## src/shared/fcu_consts.vh

```
/*
  Constants of the flash controller front end: unlock keys, address map of the
  flash regions, register offsets, control and status bit positions.
  Assumes it is included by bare name from each design file that needs it.
*/
`ifndef FCU_CONSTS_VH
`define FCU_CONSTS_VH
`define FCU_KEY1       32'h45670123
`define FCU_KEY2       32'hcdef89ab
`define FCU_MAIN_BASE  32'h08000000
`define FCU_MAIN_LAST  32'h0801ffff
`define FCU_PAGE_SHIFT 10
`define FCU_PAGES      128
`define FCU_BOOT_BASE  32'h1fffb000
`define FCU_BOOT_LAST  32'h1ffff7ff
`define FCU_OPT_BASE   32'h1ffff800
`define FCU_OPT_LAST   32'h1ffff80f
`define FCU_OPT_WORDS  4
`define FCU_SIG_BASE   32'h1ffff7e0
`define FCU_SIG_LAST   32'h1ffff7f3
`define FCU_RG_NONE    3'h0
`define FCU_RG_MAIN    3'h1
`define FCU_RG_BOOT    3'h2
`define FCU_RG_OPT     3'h3
`define FCU_RG_SIG     3'h4
`define FCU_OFF_KEY    8'h00
`define FCU_OFF_OBKEY  8'h04
`define FCU_OFF_CTL    8'h08
`define FCU_OFF_STAT   8'h0c
`define FCU_OFF_ADDR   8'h10
`define FCU_OFF_OB     4'h2
`define FCU_CTL_PG     0
`define FCU_CTL_PER    1
`define FCU_CTL_MER    2
`define FCU_CTL_OPTION_PROGRAM_CMD   4
`define FCU_CTL_OPTION_ERASE_CMD   5
`define FCU_CTL_START  6
`define FCU_CTL_LK     7
`define FCU_CTL_OPTION_WRITE_ENABLED  9
`define FCU_CTL_RESET  32'h00000080
`define FCU_CTL_WMASK  32'h00000037
`define FCU_ST_BUSY    0
`define FCU_ST_WPERR   4
`define FCU_ST_ENDF    5
`endif

```

## src/core/fcu_key_seq.v

```verilog
/*
  Two-key unlock sequence checker, one per key register.
  Assumes wr_en is a single-cycle write strobe from the register bus on clock.
*/
`timescale 1ns/1ps
`include "fcu_consts.vh"
module fcu_key_seq (
  input  wire        clock,
  input  wire        rst_n,
  input  wire        wr_en,
  input  wire [31:0] wr_data,
  input  wire        armed,
  output wire        done,
  output wire        fault
);
  reg first_q;

  wire k1_ok = armed & ~first_q & (wr_data == `FCU_KEY1);
  wire k2_ok = armed & first_q & (wr_data == `FCU_KEY2);

  assign done  = wr_en & k2_ok;
  assign fault = wr_en & ~k1_ok & ~k2_ok;

  // A fault restarts the sequence, so a stale first key is never reused.
  always @(posedge clock) begin
    if (!rst_n) begin
      first_q <= 1'b0;
    end else if (wr_en) begin
      first_q <= k1_ok;
    end
  end
endmodule

```

## src/core/fcu_sig_rom.v

```verilog
/*
  Read-only signature words: size word and the three serial identifier words.
  Two read ports, one for each processor bus; purely combinational.
*/
`timescale 1ns/1ps
module fcu_sig_rom #(
  parameter [15:0] SRAM_KB  = 16'h0020,
  parameter [15:0] FLASH_KB = 16'h0080,
  parameter [95:0] SERIAL   = 96'h0123456789abcdef01234567
) (
  input  wire [2:0]  sel_a,
  input  wire [2:0]  sel_b,
  output wire [31:0] data_a,
  output wire [31:0] data_b
);
  function [31:0] word;
    input [2:0] s;
    begin
      case (s)
        3'h0:    word = {SRAM_KB, FLASH_KB};
        3'h2:    word = SERIAL[31:0];
        3'h3:    word = SERIAL[63:32];
        3'h4:    word = SERIAL[95:64];
        default: word = 32'h0;
      endcase
    end
  endfunction

  assign data_a = word(sel_a);
  assign data_b = word(sel_b);
endmodule

```

## src/core/fcu_flash_ctrl.v

```verilog
/*
  Flash controller front end: address map, zero-wait reads on the instruction bus
  and, once the option byte load is over, the data bus, two-key unlock of the control register and option bits,
  option byte load after reset and launch of program and erase operations.
  Assumes an external flash array with combinational read ports and a
  one-cycle done pulse per operation, and an APB master on the same clock.
*/
`timescale 1ns/1ps
`include "fcu_consts.vh"
module fcu_flash_ctrl #(
  parameter [15:0] SRAM_KB  = 16'h0020,
  parameter [15:0] FLASH_KB = 16'h0080,
  parameter [95:0] SERIAL   = 96'h0123456789abcdef01234567
) (
  input  wire        clock,
  input  wire        rst_n,
  input  wire        psel,
  input  wire        penable,
  input  wire        pwrite,
  input  wire [7:0]  paddr,
  input  wire [31:0] pwdata,
  output wire [31:0] prdata,
  output wire        pready,
  output wire        pslverr,
  input  wire        instruction_bus_valid,
  input  wire [31:0] instruction_bus_addr,
  output wire        instruction_bus_ready,
  output wire        instruction_bus_rvalid,
  output wire [31:0] instruction_bus_rdata,
  output wire        instruction_bus_err,
  input  wire        data_bus_valid,
  input  wire        data_bus_we,
  input  wire        data_bus_half,
  input  wire [31:0] data_bus_addr,
  input  wire [31:0] data_bus_wdata,
  output wire        data_bus_ready,
  output wire        data_bus_rvalid,
  output wire [31:0] data_bus_rdata,
  output wire        data_bus_err,
  output wire [31:0] flash_iaddr,
  input  wire [31:0] flash_irdata,
  output wire [31:0] flash_daddr,
  input  wire [31:0] flash_drdata,
  output wire        flash_prog,
  output wire        flash_page_erase,
  output wire        flash_mass_erase,
  output wire        flash_opt_erase,
  output wire        flash_opt_prog,
  output wire [31:0] flash_op_addr,
  output wire [6:0]  flash_page,
  output wire [31:0] flash_op_data,
  output wire        flash_op_half,
  input  wire        flash_done
);
  localparam [1:0] L_LOAD = 2'b01;
  localparam [1:0] L_RUN  = 2'b10;
  localparam [1:0] S_IDLE = 2'b01;
  localparam [1:0] S_BUSY = 2'b10;

  reg [31:0] ctl_q;
  reg [31:0] ctl_d;
  reg [31:0] addr_q;
  reg        wperr_q;
  reg        endf_q;
  reg [1:0]  ld_state_q;
  reg [1:0]  ld_idx_q;
  reg [1:0]  op_state_q;
  reg [1:0]  op_state_d;
  reg [31:0] ob_q [0:`FCU_OPT_WORDS-1];
  reg [31:0] prdata_q;
  reg        instruction_bus_rvalid_q;
  reg [31:0] instruction_bus_rdata_q;
  reg        instruction_bus_err_q;
  reg        data_bus_rvalid_q;
  reg [31:0] data_bus_rdata_q;
  reg        data_bus_err_q;
  reg        prog_q;
  reg        perase_q;
  reg        merase_q;
  reg        oerase_q;
  reg        oprog_q;
  reg [31:0] op_addr_q;
  reg [31:0] op_data_q;
  reg        op_half_q;
  reg        launch_prog;
  reg        launch_perase;
  reg        launch_merase;
  reg        launch_oerase;
  reg        launch_oprog;
  reg        wp_hit;

  function [2:0] fcu_region;
    input [31:0] a;
    begin
      if (a >= `FCU_SIG_BASE && a <= `FCU_SIG_LAST)
        fcu_region = `FCU_RG_SIG;
      else if (a >= `FCU_MAIN_BASE && a <= `FCU_MAIN_LAST)
        fcu_region = `FCU_RG_MAIN;
      else if (a >= `FCU_BOOT_BASE && a <= `FCU_BOOT_LAST)
        fcu_region = `FCU_RG_BOOT;
      else if (a >= `FCU_OPT_BASE && a <= `FCU_OPT_LAST)
        fcu_region = `FCU_RG_OPT;
      else
        fcu_region = `FCU_RG_NONE;
    end
  endfunction

  function fcu_mapped;
    input [7:0] a;
    begin
      fcu_mapped = (a == `FCU_OFF_KEY) || (a == `FCU_OFF_OBKEY) ||
                   (a == `FCU_OFF_CTL) || (a == `FCU_OFF_STAT) ||
                   (a == `FCU_OFF_ADDR) || (a[7:4] == `FCU_OFF_OB);
    end
  endfunction

  // Register bus decode; the slave never stalls.
  wire acc      = psel & penable;
  wire apb_wr   = acc & pwrite;
  wire key_wr   = apb_wr & (paddr == `FCU_OFF_KEY);
  wire obkey_wr = apb_wr & (paddr == `FCU_OFF_OBKEY);
  wire ctl_wr   = apb_wr & (paddr == `FCU_OFF_CTL);
  wire stat_wr  = apb_wr & (paddr == `FCU_OFF_STAT);
  wire addr_wr  = apb_wr & (paddr == `FCU_OFF_ADDR);
  wire locked   = ctl_q[`FCU_CTL_LK];
  wire option_write_enabled    = ctl_q[`FCU_CTL_OPTION_WRITE_ENABLED];
  wire running  = (ld_state_q == L_RUN);
  wire idle     = (op_state_q == S_IDLE);
  wire key_done;
  wire key_fault;
  wire obkey_done;
  wire obkey_fault;

  fcu_key_seq u_key (
    .clock   (clock),
    .rst_n   (rst_n),
    .wr_en   (key_wr),
    .wr_data (pwdata),
    .armed   (locked),
    .done    (key_done),
    .fault   (key_fault)
  );

  // The option keys are only heard once the control register is open.
  fcu_key_seq u_obkey (
    .clock   (clock),
    .rst_n   (rst_n),
    .wr_en   (obkey_wr),
    .wr_data (pwdata),
    .armed   (~locked),
    .done    (obkey_done),
    .fault   (obkey_fault)
  );

  assign pready  = 1'b1;
  assign pslverr = acc & (~fcu_mapped(paddr) | key_fault | obkey_fault);
  assign prdata  = prdata_q;

  // Control register next value.
  always @* begin
    ctl_d = ctl_q;
    if (ctl_wr && !locked) begin
      ctl_d = (ctl_q & ~`FCU_CTL_WMASK) | (pwdata & `FCU_CTL_WMASK);
      if (!option_write_enabled) begin
        ctl_d[`FCU_CTL_OPTION_PROGRAM_CMD] = ctl_q[`FCU_CTL_OPTION_PROGRAM_CMD];
        ctl_d[`FCU_CTL_OPTION_ERASE_CMD] = ctl_q[`FCU_CTL_OPTION_ERASE_CMD];
      end
      if (!pwdata[`FCU_CTL_OPTION_WRITE_ENABLED])
        ctl_d[`FCU_CTL_OPTION_WRITE_ENABLED] = 1'b0;
      if (pwdata[`FCU_CTL_LK])
        ctl_d[`FCU_CTL_LK] = 1'b1;
    end
    if (key_done)
      ctl_d[`FCU_CTL_LK] = 1'b0;
    if (key_fault)
      ctl_d[`FCU_CTL_LK] = 1'b1;
    if (obkey_done)
      ctl_d[`FCU_CTL_OPTION_WRITE_ENABLED] = 1'b1;
    if (!ctl_d[`FCU_CTL_OPTION_WRITE_ENABLED]) begin
      ctl_d[`FCU_CTL_OPTION_PROGRAM_CMD] = 1'b0;
      ctl_d[`FCU_CTL_OPTION_ERASE_CMD] = 1'b0;
    end
    ctl_d[`FCU_CTL_START] = 1'b0;
  end

  always @(posedge clock) begin
    if (!rst_n) begin
      ctl_q  <= `FCU_CTL_RESET;
      addr_q <= 32'h0;
    end else begin
      ctl_q <= ctl_d;
      if (addr_wr)
        addr_q <= pwdata;
    end
  end

  // Read data is captured in the setup phase so the access phase sees a flop.
  always @(posedge clock) begin
    if (!rst_n) begin
      prdata_q <= 32'h0;
    end else if (psel && !penable) begin
      prdata_q <= 32'h0;
      if (paddr == `FCU_OFF_CTL)
        prdata_q <= ctl_q;
      else if (paddr == `FCU_OFF_STAT)
        prdata_q <= {26'h0, endf_q, wperr_q, 3'h0, ~idle};
      else if (paddr == `FCU_OFF_ADDR)
        prdata_q <= addr_q;
      else if (paddr[7:4] == `FCU_OFF_OB)
        prdata_q <= ob_q[paddr[3:2]];
    end
  end

  // Option byte load: one word per cycle straight after reset release.
  always @(posedge clock) begin
    if (!rst_n) begin
      ld_state_q <= L_LOAD;
      ld_idx_q   <= 2'h0;
    end else begin
      case (ld_state_q)
        L_LOAD: begin
          ob_q[ld_idx_q] <= flash_drdata;
          ld_idx_q       <= ld_idx_q + 2'h1;
          if (ld_idx_q == 2'h3)
            ld_state_q <= L_RUN;
        end
        L_RUN: ld_state_q <= L_RUN;
        default: ld_state_q <= L_LOAD;
      endcase
    end
  end

  // Processor buses and the signature words.
  wire [2:0]  ireg = fcu_region(instruction_bus_addr);
  wire [2:0]  dreg = fcu_region(data_bus_addr);
  wire [31:0] isig;
  wire [31:0] dsig;

  fcu_sig_rom #(
    .SRAM_KB  (SRAM_KB),
    .FLASH_KB (FLASH_KB),
    .SERIAL   (SERIAL)
  ) u_sig (
    .sel_a  (instruction_bus_addr[4:2]),
    .sel_b  (data_bus_addr[4:2]),
    .data_a (isig),
    .data_b (dsig)
  );

  assign flash_iaddr = instruction_bus_addr;
  assign flash_daddr = running ? data_bus_addr : (`FCU_OPT_BASE | {28'h0, ld_idx_q, 2'h0});
  assign instruction_bus_ready  = 1'b1;
  // The data bus waits only while the option bytes are being loaded.
  assign data_bus_ready  = running;

  wire d_wr   = data_bus_valid & running & data_bus_we;
  wire d_rd   = data_bus_valid & running & ~data_bus_we;
  wire prog_ok  = d_wr & idle & ctl_q[`FCU_CTL_PG] & (dreg == `FCU_RG_MAIN);
  wire oprog_ok = d_wr & idle & option_write_enabled & ctl_q[`FCU_CTL_OPTION_PROGRAM_CMD] & (dreg == `FCU_RG_OPT);

  always @(posedge clock) begin
    if (!rst_n) begin
      instruction_bus_rvalid_q <= 1'b0;
      instruction_bus_rdata_q  <= 32'h0;
      instruction_bus_err_q    <= 1'b0;
      data_bus_rvalid_q <= 1'b0;
      data_bus_rdata_q  <= 32'h0;
      data_bus_err_q    <= 1'b0;
    end else begin
      instruction_bus_rvalid_q <= instruction_bus_valid;
      instruction_bus_err_q    <= instruction_bus_valid & (ireg == `FCU_RG_NONE);
      if (instruction_bus_valid)
        instruction_bus_rdata_q <= (ireg == `FCU_RG_SIG) ? isig :
                        (ireg == `FCU_RG_NONE) ? 32'h0 : flash_irdata;
      data_bus_rvalid_q <= data_bus_valid & running;
      // Writes that start no operation, signature writes among them, are refused.
      data_bus_err_q    <= (d_rd & (dreg == `FCU_RG_NONE)) | (d_wr & ~prog_ok & ~oprog_ok);
      if (d_rd)
        data_bus_rdata_q <= (dreg == `FCU_RG_SIG) ? dsig :
                        (dreg == `FCU_RG_NONE) ? 32'h0 : flash_drdata;
    end
  end

  assign instruction_bus_rvalid = instruction_bus_rvalid_q;
  assign instruction_bus_rdata  = instruction_bus_rdata_q;
  assign instruction_bus_err    = instruction_bus_err_q;
  assign data_bus_rvalid = data_bus_rvalid_q;
  assign data_bus_rdata  = data_bus_rdata_q;
  assign data_bus_err    = data_bus_err_q;

  // Operation launch. A start with a page erase aimed outside the main flash
  // is dropped and flagged; the boot loader block can never be altered.
  wire start_req = ctl_wr & ~locked & pwdata[`FCU_CTL_START] & idle;
  wire [2:0] areg = fcu_region(addr_q);

  always @* begin
    launch_prog   = prog_ok;
    launch_oprog  = oprog_ok;
    launch_perase = 1'b0;
    launch_merase = 1'b0;
    launch_oerase = 1'b0;
    wp_hit        = d_wr & (ctl_q[`FCU_CTL_PG] | ctl_q[`FCU_CTL_OPTION_PROGRAM_CMD]) &
                    ((dreg == `FCU_RG_BOOT) | (dreg == `FCU_RG_SIG));
    if (start_req) begin
      if (pwdata[`FCU_CTL_MER]) begin
        launch_merase = 1'b1;
      end else if (pwdata[`FCU_CTL_PER]) begin
        if (areg == `FCU_RG_MAIN)
          launch_perase = 1'b1;
        else
          wp_hit = 1'b1;
      end else if (pwdata[`FCU_CTL_OPTION_ERASE_CMD] && option_write_enabled) begin
        launch_oerase = 1'b1;
      end
    end
    op_state_d = op_state_q;
    case (op_state_q)
      S_IDLE: if (launch_prog | launch_oprog | launch_perase | launch_merase | launch_oerase)
                op_state_d = S_BUSY;
      S_BUSY: if (flash_done)
                op_state_d = S_IDLE;
      default: op_state_d = S_IDLE;
    endcase
  end

  always @(posedge clock) begin
    if (!rst_n) begin
      op_state_q <= S_IDLE;
      prog_q     <= 1'b0;
      perase_q   <= 1'b0;
      merase_q   <= 1'b0;
      oerase_q   <= 1'b0;
      oprog_q    <= 1'b0;
      op_addr_q  <= 32'h0;
      op_data_q  <= 32'h0;
      op_half_q  <= 1'b0;
      wperr_q    <= 1'b0;
      endf_q     <= 1'b0;
    end else begin
      op_state_q <= op_state_d;
      prog_q     <= launch_prog;
      perase_q   <= launch_perase;
      merase_q   <= launch_merase;
      oerase_q   <= launch_oerase;
      oprog_q    <= launch_oprog;
      if (launch_prog | launch_oprog) begin
        op_addr_q <= data_bus_addr;
        op_data_q <= data_bus_wdata;
        op_half_q <= data_bus_half;
      end else if (launch_perase) begin
        op_addr_q <= addr_q;
      end
      // A new event wins over a clear in the same cycle.
      wperr_q <= wp_hit | (wperr_q & ~(stat_wr & pwdata[`FCU_ST_WPERR]));
      endf_q  <= (~idle & flash_done) | (endf_q & ~(stat_wr & pwdata[`FCU_ST_ENDF]));
    end
  end

  assign flash_prog       = prog_q;
  assign flash_page_erase = perase_q;
  assign flash_mass_erase = merase_q;
  assign flash_opt_erase  = oerase_q;
  assign flash_opt_prog   = oprog_q;
  assign flash_op_addr    = op_addr_q;
  assign flash_page       = op_addr_q[`FCU_PAGE_SHIFT+6:`FCU_PAGE_SHIFT];
  assign flash_op_data    = op_data_q;
  assign flash_op_half    = op_half_q;
endmodule

```

## config.mk

```make
export PLATFORM = sky130hd
export DESIGN_NAME = fcu_flash_ctrl
export DESIGN_NICKNAME = d
export VERILOG_FILES = /design/src/core/fcu_key_seq.v /design/src/core/fcu_sig_rom.v /design/src/core/fcu_flash_ctrl.v
export VERILOG_INCLUDE_DIRS = /design/src /design/src/shared
export SDC_FILE = /design/constraint.sdc
export NUM_CORES = 1
export LEC_CHECK = 0
export ABC_AREA = 1
export BUFFER_PORTS_ARGS = -buffer_cell sky130_fd_sc_hd__buf_4
export CAP_MARGIN = 20
export CORE_MARGIN = 2
export CORE_UTILIZATION = 45
export CTS_CLUSTER_SIZE = 8
export DETAILED_ROUTE_END_ITERATION = 10
export GPL_TIMING_DRIVEN = 1
export PLACE_DENSITY = 0.7
export SYNTH_ARGS = -nofsm -noshare
export SYNTH_HDL_FRONTEND = slang
export SYNTH_HIERARCHICAL = 1
export SYNTH_SLANG_ARGS = --single-unit
```

## constraint.sdc

```tcl
create_clock -name clock -period 5.6 [get_ports clock]
set_input_delay 0.56 -clock clock [delete_from_list [all_inputs] [get_ports clock]]
set_output_delay 0.56 -clock clock [all_outputs]
set_load 0.005 [all_outputs]
```

==> run_results.csv, run 1 <==
group,metric,value,unit
setup_path,crit_path_max_fanout,86,
cells_and_area,fillCellCount,3328,
die,chipWidth,197,µm
die,floorplan.rows,70,
timing,period_share,0.623,
setup_path,critPathLaunchType,"register",
logic_synthesis,synth_enable_flop_cells,128,
logic_synthesis,synthesis.yosys.warnings,6,
routing,detail-route-antenna-nets,0,
setup_path,critical_path_required,6040,ps
global_route,via_count_of_the_first_global_routing_pass,14700,
pwr,p_sw,1550,µW
setup_path,worstPathBufferInverterCount,2,
logic_synthesis,netlist_area,16800,µm²
pwr,pwr-share-seq,0.455,
global_route,maximum_number_of_pins_on_one_net_before_global_route_repair,89,
setup_path,path_class,"register to register",
timing,grt_setup_unrepaired,"false",
timing,slew_headroom,0.279,
pwr,intPower,4760,µW
logic_synthesis,async_reset_ff_frac,0,
timing,clk_skew,15.8,ps
worst_hold_path,hold_path_startpoint,"flash_drdata[29]",
routing,vias,15700,
worst_hold_path,hold_depth,1,
setup_path,end_kind,"register",
timing,layout_min_cycle_time,3490,ps
clocking,cts-buffers-inserted,49,
die,coreArea,36700,µm²
logic_synthesis,synthCells,2150,
global_route,antenna_found_initial,1,
cells_and_area,nNetsFinal,2691,
placement,gp_routability_congestion,0.902,
routing,wl_per_cell,18.4,µm
pwr,power.combinational.fraction,0.117,
cells_and_area,drive_gt1_frac,0.230,
clocking,tritoncts,"done",
die,i_o_pin_count,455,
setup_path,r2r.worst_path.cells,14,
routing,met1Wirelength,22400,µm
clocking,clock_path_buffers,3,
setup_path,regToRegStartpoint,"ld_state_q[0]",
setup_path,ff2ff_setup_slack,2110,ps
timing,timing_worst_slew_pin_value,1080,ps
die,die_area,38800,µm²
status,outcome,"completed",
timing,highest_achievable_clock_rate,286,MHz
routing,routed_wirelength,54500,µm
routing,met2RoutedLength,25500,µm
placement,count_of_input_and_output_buffers,452,
placement,preCtsSetupSlack,1780,ps
global_route,gr-total-overflow,0,
logic_synthesis,synth_ff_type,"dfxtp_1",
setup_path,critical_path.cell_chain,"inv_1 -> ha_1 -> buf_4 -> nand2_1 -> nor2_2 -> nand2_1 -> nor3_1 -> nand2_1 -> nor2_2 -> nand2_4 -> nand2_4 -> nand2_1 -> nand2_1 -> nor2_1",
clocking,holdBufCountCts,0,
pwr,leakagePower,0.00941,µW
placement,dp_hpwl,38700,µm
timing,setup-violations-final,0,
clocking,skew_pair_late_insertion_delay,550,ps
pwr,swShare,0.245,
cells_and_area,mostFrequentLayoutCell,"buf_4",
global_route,groute.usage.overall,0.272,
clocking,clock_tree.htree_level_count,2,
pwr,power.ir.vdd_worst,0.000186,V
clocking,cts_resized,0,
flow_run,maxCapViolCount,0,
routing,post-route-drc-count,0,
pwr,p_clk_frac,0.428,
setup_path,cp_data_arrival_time,3930,ps
logic_synthesis,post_synth.cell_area_avg,7.80,µm²
routing,routed_via_density,5.27,
clocking,clock-root-buffer,"clkbuf_16",
clocking,cts.clk_slew.worst_paths,50,ps
clocking,post_cts.repair.setup_buffers,0,
setup_path,critical_path.reg2reg.endpoint,"flash_op_addr[5]",
setup_path,timing.critical_path.slowest_cell_delay,710,ps
setup_path,crit_family,"simple AND/OR/NAND/NOR gates",
cells_and_area,most-common-layout-cells,"471 x buf_4, 345 x nand2_1, 260 x nor2_1",
routing,first_pass_iters,6,
setup_path,critical_path.slowest_cell,"nand2_4",
worst_hold_path,timing.hold.worst_endpoint,"ob_q[0][29]",
die,die_height,197,µm
timing,setup_tns,0,ps
timing,final.setup.worst_slack,2110,ps
logic_synthesis,synth_cell_type_count,43,
worst_hold_path,holdCritPathClass,"input pin to register",
global_route,wire_length_of_the_first_global_routing_pass,82900,µm
cells_and_area,area_delta_synth_final,26.3,%
logic_synthesis,yosys_register_bits,347,
setup_path,timing.critical_path.mode_cell,"nand2_1",
clocking,numClockSinks,347,
routing,maxUsedRoutingLayer,"met4",
timing,hold_viol,0,
die,initial_utilization,0.457,
routing,met3_wirelength,4860,µm
routing,drt-initial-drc-count,1556,
pwr,power_density,297,nW/µm²
logic_synthesis,ys_seq_area_frac,0.491,
timing,final_max_slew_viol_count,0,
power by group through the flow:
stage / registers (µW) / clock network [µW] / logic [µW]
after detailed placement: 2910 / 0 / 735
after floorplan: 2910 / 0 / 386
final: 2870 / 2700 / 736
after global placement: 2910 / 0 / 722
after global routing: 2880 / 2850 / 814
after CTS: 2870 / 2740 / 738
stage by stage:
stage               instance area (µm²)  total power, µW  cells  utilization  hold WS (ps)
floorplan                         16900             3300   2174            -           424
global placement                  19700             3630   2889        0.537           437
detailed placement                19800             3650   2891        0.539           445
CTS                               21100             6340   2967        0.576           211
global route                      21200             6550   2969        0.577           223
finish                            21200             6300   2969        0.577           234
layout make-up:
| type | instances | area [µm²] | share of cell area |
|---|---|---|---|
| multi-input combinational | 1344 | 6400 | 0.302 |
| tap | 468 | 586 | 0.0276 |
| clock buffer | 75 | 1380 | 0.0650 |
| antenna | 1 | 2.50 | 0.000118 |
| sequential | 347 | 8230 | 0.389 |
| timing repair buffer | 474 | 3610 | 0.170 |
| clock inverter | 1 | 8.76 | 0.000414 |
| inverter | 259 | 972 | 0.0459 |
worst max path at each step:
stage                                   startpoint                        end  slack, ps  cells past startpoint
after floorplan                              rst_n                 ob_q[0][0]       2660                      4
after global placement    instruction_bus_addr[31]  instruction_bus_rdata[24]       1830                     12
after detailed placement  instruction_bus_addr[31]  instruction_bus_rdata[24]       1780                     12
after CTS                            ld_state_q[0]           flash_op_addr[5]       2200                     14
after global routing                 ld_state_q[0]           flash_op_addr[2]       1780                     14
final                                ld_state_q[0]           flash_op_addr[5]       2110                     14
worst register-to-register path: cells and delay by family, from the launching register on:
family / cells / cell delay, ps
adder cells (fa/ha/maj): 1 / 150
buffers and inverters: 2 / 430
flip-flops: 1 / 310
AND/OR/NAND/NOR: 11 / 2480
state kept, by name (all words and copies together), names as in the netlist, 2 cells and up:
| register | flops |
|---|---|
| op_state_q | 2 |
| prdata | 32 |
| ob_q | 128 |
| ld_state_q | 2 |
| flash_op_addr | 32 |
| instruction_bus_rdata | 32 |
| data_bus_rdata | 32 |
| flash_op_data | 32 |
| addr_q | 32 |
| ctl_q | 7 |
| ld_idx_q | 2 |
routing by layer:
metal,vias to the layer above,global-route usage
met3,109,0.0618
met5,-,0
li1,7638,-
met4,0,0.0966
met1,7238,0.360
met2,671,0.439
Yosys cell counts (5+ instances only):
| library cell | number | share of area |
|---|---|---|
| nor2_1 | 265 | 0.059 |
| buf_4 | 98 | 0.044 |
| a22oi_1 | 33 | 0.015 |
| inv_1 | 248 | 0.056 |
| a31oi_1 | 29 | 0.011 |
| a41oi_1 | 32 | 0.017 |
| nand3_1 | 217 | 0.065 |
| inv_2 | 10 | 0.0022 |
| buf_6 | 5 | 0.0034 |
| o21ai_0 | 144 | 0.043 |
| buf_2 | 26 | 0.0078 |
| a21oi_1 | 121 | 0.036 |
| dfxtp_1 | 219 | 0.26 |
| o21ai_1 | 5 | 0.0015 |
| clkbuf_1 | 88 | 0.020 |
| buf_1 | 7 | 0.0016 |
| nand4_1 | 24 | 0.0090 |
| nor3_1 | 46 | 0.014 |
| nand2_1 | 346 | 0.077 |
| nor2_2 | 12 | 0.0045 |
| ha_1 | 6 | 0.0045 |
| edfxtp_1 | 128 | 0.23 |
cell families (layout without fill, tap and decap cells):
| family | count (synthesis) | count (layout) | share of synthesized area |
|---|---|---|---|
| simple gates | 935 | 935 | 0.241 |
| flops | 347 | 347 | 0.491 |
| buf+inv | 483 | 809 | 0.134 |
| compound gates | 377 | 377 | 0.129 |
| fa+ha+maj | 6 | 6 | 0.00448 |
| other cells | 2 | 27 | 0.000448 |
(Power assumes the default switching activity.)
==> inputs of run 2 (changes only) <==
clock period = 3.3 ns   (was 5.6 ns; I/O delays follow)
==> run 2 against run 1 <==
Effect of this change:
- sequential cell count unchanged
- die area unchanged
- cell area up 1.2%
- cell count up 1.1%
- count of clock-buffer cells in the layout down 3
- clock skew up 11 ps
- setup slack worse by 1600 ps
- sequential share of layout area down 0.47 points
- utilization up 0.71 points
- global-route usage up 0.36 points
- critical path depth down 1
- maximum frequency up 25%
- highest routed layer unchanged
==> run_results.csv, run 2 (same netlist as run 1, synthesis figures left out) <==
group,metric,value,unit
cells_and_area,most-common-layout-cells,"484 x buf_4, 345 x nand2_1, 260 x nor2_1",
die,die_height,197,µm
setup_path,critical_path.reg2reg.endpoint,"flash_op_data[17]",
timing,timing_worst_slew_pin_value,1040,ps
setup_path,timing.critical_path.mode_cell,"nand2_1",
timing,hold_viol,0,
die,initial_utilization,0.457,
global_route,via_count_of_the_first_global_routing_pass,15100,
timing,setup-violations-final,0,
setup_path,crit_path_max_fanout,86,
worst_hold_path,timing.hold.worst_endpoint,"ob_q[2][17]",
setup_path,path_class,"register to register",
worst_hold_path,hold_path_startpoint,"flash_drdata[17]",
clocking,clock_tree.htree_level_count,2,
routing,first_pass_iters,6,
pwr,power.combinational.fraction,0.120,
clocking,clock_path_buffers,3,
setup_path,critical_path.startpoint,"ld_state_q[0]",
pwr,swShare,0.248,
timing,grt_setup_unrepaired,"false",
pwr,power.ir.vdd_worst,0.000417,V
cells_and_area,drive_gt1_frac,0.231,
timing,final_max_slew_viol_count,0,
routing,detail-route-antenna-nets,0,
pwr,pwr-share-seq,0.454,
setup_path,cp_data_arrival_time,3230,ps
setup_path,critical_path.cell_chain,"inv_1 -> ha_1 -> nand2_1 -> nor2_2 -> nand2_1 -> nor3_1 -> nand2_1 -> nor2_2 -> nand2_4 -> nand2_4 -> nand2_1 -> nand2_1 -> nor2_1",
timing,layout_min_cycle_time,2790,ps
clocking,cts.clk_slew.worst_paths,50,ps
cells_and_area,area_delta_synth_final,27.8,%
clocking,numClockSinks,347,
setup_path,end_kind,"register",
timing,period_share,0.845,
flow_run,maxCapViolCount,0,
routing,routed_via_density,5.29,
routing,wl_per_cell,18.5,µm
cells_and_area,nNetsFinal,2726,
clocking,clock-root-buffer,"clkbuf_16",
placement,dp_hpwl,39300,µm
pwr,p_clk_frac,0.425,
die,floorplan.rows,70,
routing,drt-initial-drc-count,1191,
die,i_o_pin_count,455,
die,chipWidth,197,µm
die,die_area,38800,µm²
global_route,groute.usage.overall,0.276,
global_route,maximum_number_of_pins_on_one_net_before_global_route_repair,87,
clocking,cts_resized,0,
die,coreArea,36700,µm²
setup_path,critical_path_required,3740,ps
placement,placed_cells_incl_taps,2902,
cells_and_area,mostFrequentLayoutCell,"buf_4",
timing,highest_achievable_clock_rate,359,MHz
status,outcome,"completed",
routing,routed_wirelength,55500,µm
worst_hold_path,holdCritPathClass,"input pin to register",
global_route,wire_length_of_the_first_global_routing_pass,84200,µm
placement,count_of_input_and_output_buffers,452,
cells_and_area,largest_reg_flops,128,
cells_and_area,final_cells,3002,
clocking,skew_pair_late_insertion_delay,560,ps
pwr,intPower,8060,µW
pwr,leakagePower,0.00954,µW
clocking,tritoncts,"done",
routing,vias,15900,
routing,post-route-drc-count,0,
worst_hold_path,hold_depth,1,
timing,clk_skew,27.0,ps
timing,setup_tns,0,ps
pwr,power_density,499,nW/µm²
setup_path,ff2ff_setup_slack,510,ps
setup_path,worstPathBufferInverterCount,1,
setup_path,critical_path.slowest_cell,"nand2_4",
setup_path,regToRegStartpoint,"ld_state_q[0]",
setup_path,critPathLaunchType,"register",
setup_path,crit_family,"simple AND/OR/NAND/NOR gates",
setup_path,r2r.worst_path.cells,13,
setup_path,timing.critical_path.slowest_cell_delay,730,ps
cells_and_area,largest-register,"ob_q",
pwr,p_sw,2650,µW
timing,slew_headroom,0.305,
global_route,antenna_found_initial,1,
clocking,cts-buffers-inserted,49,
global_route,gr-total-overflow,0,
placement,gp_routability_congestion,0.897,
run 2: per-stage QoR:
| stage | area (µm²) | setup slack [ps] | power (µW) | hold WS, ps | utilization |
|---|---|---|---|---|---|
| finish | 21400 | 511 | 10700 | 15.2 | 0.584 |
| floorplan | 16900 | 590 | 5590 | 424 | - |
| global placement | 19800 | 694 | 6170 | 433 | 0.540 |
| detailed placement | 19800 | 556 | 6200 | 443 | 0.540 |
| CTS | 21400 | 517 | 10800 | 0.702 | 0.584 |
| global route | 21400 | 190 | 11100 | 8.31 | 0.584 |
run 2: final cells by class:
cell class	count	area, µm²
inverter	259	972
antenna	1	2.50
timing repair buffer	509	3880
fill	3291	15300
multi-input combinational	1344	6400
tap	468	586
clock buffer	72	1360
clock inverter	2	13.8
sequential	347	8230
run 2: timing repair:
action,4_1_cts,5_1_grt
hold buffers,25,0
buffers inserted,0,0
hold endpoints to repair,93,0
run 2: power groups by stage:
stage	logic, µW	registers, µW	clock network [µW]
4_1_cts	1290	4860	4630
3_3_place_gp	1240	4930	0
3_5_place_dp	1250	4940	0
6_report	1290	4860	4550
2_1_floorplan	655	4940	0
5_1_grt	1410	4880	4800
run 2: worst max-delay path by stage:
stage | cells past startpoint | end | slack, ps
final | 13 | flash_op_data[17] | 510
after global routing | 13 | flash_op_addr[15] | 190
after CTS | 13 | flash_op_data[17] | 520
after detailed placement | 13 | flash_op_addr[14] | 560
after global placement | 13 | flash_op_addr[1] | 690
after floorplan | 4 | ob_q[0][0] | 590
run 2: worst reg2reg max path: stages (launching register included):
cell and delay [ps]:
dfxtp_1 310, inv_1 80, ha_1 160, nand2_1 110, nor2_2 150, nand2_1 80, nor3_1 240, nand2_1 100
nor2_2 150, nand2_4 230, nand2_4 740, nand2_1 170, nand2_1 100, nor2_1 50
run 2: per-layer routing:
metal / track usage / vias up / share of wire
li1: - / 7702 / -
met1: 0.355 / 7440 / 0.42
met2: 0.451 / 649 / 0.47
met3: 0.0652 / 102 / 0.080
met4: 0.105 / 0 / 0.033
met5: 0 / - / 0
==> inputs of run 3 (changes only) <==
ABC_AREA = 0   (was 1)
PLACE_DENSITY = 0.71   (was 0.7)
clock period = 2.6 ns   (was 3.3 ns; I/O delays follow)
==> run 3 against run 2 <==
Effect of this change:
- the flow now finishes with violations (negative setup slack)
- area after synthesis fell by 8.0%
- combinational power rose by 34%
- cell count fell by 17%
- setup slack got worse by 630 ps
- worst hold slack got worse by 0.59 ps
- sequential cell count did not move
- via count fell by 12%
==> run_results.csv, run 3 <==
group,metric,value,unit
status,outcome,"finished, violations left",
status,failing_checks,"negative setup slack",
logic_synthesis,synthesis.yosys.warnings,6,
pwr,intPower,10400,µW
logic_synthesis,netlist_area,15400,µm²
timing,highest_achievable_clock_rate,368,MHz
logic_synthesis,synth_ff_type,"dfxtp_1",
logic_synthesis,yosys_register_bits,347,
timing,slew_headroom,0.483,
global_route,groute.usage.overall,0.271,
setup_path,regToRegStartpoint,"ctl_q[7]",
die,initial_utilization,0.459,
cells_and_area,post-route-util,0.631,
placement,preCtsSetupSlack,30.4,ps
routing,vias,14000,
setup_path,cp_data_arrival_time,2460,ps
logic_synthesis,synth_adder_area_share,0.00487,
logic_synthesis,synth-compound-area-share,0.174,
routing,drt-initial-drc-count,1288,
timing,setup_tns,-121,ps
routing,first_pass_iters,5,
global_route,wire_length_of_the_first_global_routing_pass,76000,µm
pwr,swShare,0.242,
logic_synthesis,synth_cell_type_count,66,
cells_and_area,nNetsFinal,2224,
setup_path,critical_path_required,2340,ps
cells_and_area,fillCellCount,2665,
die,coreArea,33600,µm²
placement,count_of_input_and_output_buffers,448,
timing,period_share,1.05,
logic_synthesis,synthSimpleGateAreaFrac,0.155,
clocking,cts.clk_slew.worst_paths,60,ps
cells_and_area,drive_gt1_frac,0.303,
timing,timing_worst_slew_pin_value,775,ps
logic_synthesis,yosys-top-cells-count,"219 x dfxtp_1, 191 x nand2_1, 162 x o21ai_0, 148 x a21oi_1, 128 x edfxtp_1",
timing,grt_setup_unrepaired,"true",
setup_path,ff2ff_setup_slack,330,ps
cells_and_area,largest_reg_flops,128,
logic_synthesis,synth_enable_flop_cells,128,
cells_and_area,largest-register,"ob_q",
timing,final.setup.worst_slack,-121,ps
pwr,p_clk_frac,0.420,
setup_path,r2r.worst_path.cells,6,
clocking,clock_path_buffers,3,
clocking,clock-root-buffer,"clkbuf_16",
clocking,clock_tree.htree_level_count,2,
setup_path,critPathLaunchType,"register",
logic_synthesis,synthCells,1546,
placement,gp_routability_congestion,0.902,
cells_and_area,area_delta_synth_final,37.5,%
placement,dp_hpwl,34300,µm
routing,post-route-drc-count,0,
logic_synthesis,post_synth.cell_area_avg,9.98,µm²
global_route,maximum_number_of_pins_on_one_net_before_global_route_repair,66,
worst_hold_path,hold_depth,3,
global_route,via_count_of_the_first_global_routing_pass,13100,
clocking,tritoncts,"done",
die,die_area,35800,µm²
die,chipWidth,189,µm
logic_synthesis,synth_area_leader_cell,"dfxtp_1",
worst_hold_path,hold_path_startpoint,"data_bus_wdata[7]",
timing,layout_min_cycle_time,2720,ps
logic_synthesis,ys_seq_area_frac,0.533,
pwr,power.ir.vdd_worst,0.000486,V
setup_path,crit_path_max_fanout,5,
routing,detail-route-antenna-nets,0,
cells_and_area,most-common-layout-cells,"489 x buf_4, 218 x dfxtp_1, 191 x nand2_1",
die,die_height,189,µm
logic_synthesis,post_synth_mux_area_share,0.0529,
clocking,cts-buffers-inserted,49,
logic_synthesis,ys_top_cells_by_area,"dfxtp_1 28%, edfxtp_1 25%, o21ai_0 5.3%, a21oi_1 4.8%, buf_4 4.7%",
global_route,antenna_found_initial,1,
pwr,power.combinational.fraction,0.127,
setup_path,end_kind,"output port",
die,floorplan.rows,67,
pwr,final_power,13700,µW
routing,wl_per_cell,20.4,µm
logic_synthesis,synth.most_common_cell,"dfxtp_1",
logic_synthesis,async_reset_ff_frac,0,
clocking,skew_pair_late_insertion_delay,550,ps
cells_and_area,mostFrequentLayoutCell,"buf_4",
die,i_o_pin_count,455,
global_route,gr-total-overflow,0,
worst_hold_path,timing.hold.worst_endpoint,"flash_op_data[7]",
setup_path,critical_path.startpoint,"ctl_q[7]",
timing,setup-violations-final,1,
routing,routed_wirelength,50600,µm
logic_synthesis,yosys.area_share.xor_xnor,0.00114,
logic_synthesis,synth_largest_type_area_fraction,0.284,
pwr,p_sw,3310,µW
worst_hold_path,holdCritPathClass,"input pin to register",
flow_run,maxCapViolCount,0,
clocking,numClockSinks,347,
pwr,pwr-share-seq,0.454,
setup_path,path_class,"register to output port",
pwr,power_density,644,nW/µm²
setup_path,critical_path.reg2reg.endpoint,"flash_op_addr[14]",
timing,hold_viol,0,
logic_synthesis,largest_family_of_logic_cells_by_synthesized_area,"compound AO/OA/AOI/OAI gates",
pwr,leakagePower,0.00811,µW
routing,routed_via_density,5.65,
timing,clk_skew,16.9,ps
timing,final_max_slew_viol_count,0,
## run 3: changes by cell type after synthesis, sizes merged, moves of 36 or more
cell	previous run	this run
inv	258	9
and2	3	39
nand3	220	53
nor2	277	37
nand2	351	191
## run 3: stage by stage
step,cell area (µm²),hold slack (ps),cells
finish,21200,14.6,2480
floorplan,15500,339,1570
global placement,18800,446,2300
CTS,21200,0.817,2478
global route,21200,9.14,2480
detailed placement,18800,448,2301
## run 3: power groups by stage
stage | clock network, µW | logic [µW] | registers, µW
after floorplan | 0 | 813 | 6280
final | 5730 | 1730 | 6200
after global placement | 0 | 1580 | 6280
after CTS | 5810 | 1730 | 6200
after global routing | 6050 | 1870 | 6220
after detailed placement | 0 | 1600 | 6300
## run 3: layer usage
metal  share of wire  track usage
met1            0.42        0.370
met2            0.48        0.444
met3           0.067       0.0400
met4           0.030       0.0871
met5               0            0
## run 3: final cells by class
type,instances,area [µm²],share of cell area
sequential,347,8230,0.388
clock buffer,70,1310,0.0615
tap,448,561,0.0264
multi-input combinational,1000,6130,0.289
inverter,10,37.5,0.00177
antenna,1,2.50,0.000118
clock inverter,4,76.3,0.00360
timing repair buffer,600,4870,0.230
## run 3: critical path: stages, from the launching register on
cell and delay, ps:
dfxtp_2 340, inv_1 60, and4b_1 170, nand4_1 120
or4_4 540, o21a_1 190, o311a_1 350, buf_4 140
## run 3: how the worst max path moves through the flow
stage | slack, ps | to | cells after the start
2_1_floorplan | 260 | pslverr | 6
3_3_place_gp | 100 | flash_op_addr[31] | 6
3_5_place_dp | 30 | flash_op_addr[31] | 7
4_1_cts | -90 | pslverr | 7
5_1_grt | -160 | pslverr | 7
6_report | -120 | pslverr | 7
## run 3: logic make-up (layout without fill, tap and decap cells)
logic type                 after synthesis  count (layout)
AOI/OAI and AO/OA                      466             466
xor gates and xnor gates                 2               2
adders and majority gates                6               6
buffers and inverters                  223             684
muxes                                   41              41
other                                    2              27
and+or+nand+nor                        459             459
DFF                                    347             347
## run 3: what timing repair did
action | 4_1_cts | 5_1_grt
hold buffers | 101 | 0
setup buffers | 2 | 0
endpoints found under the setup margin | 1 | 1
pin swaps | 8 | 0
hold endpoints to repair | 197 | 0
resized for setup | 1 | 0
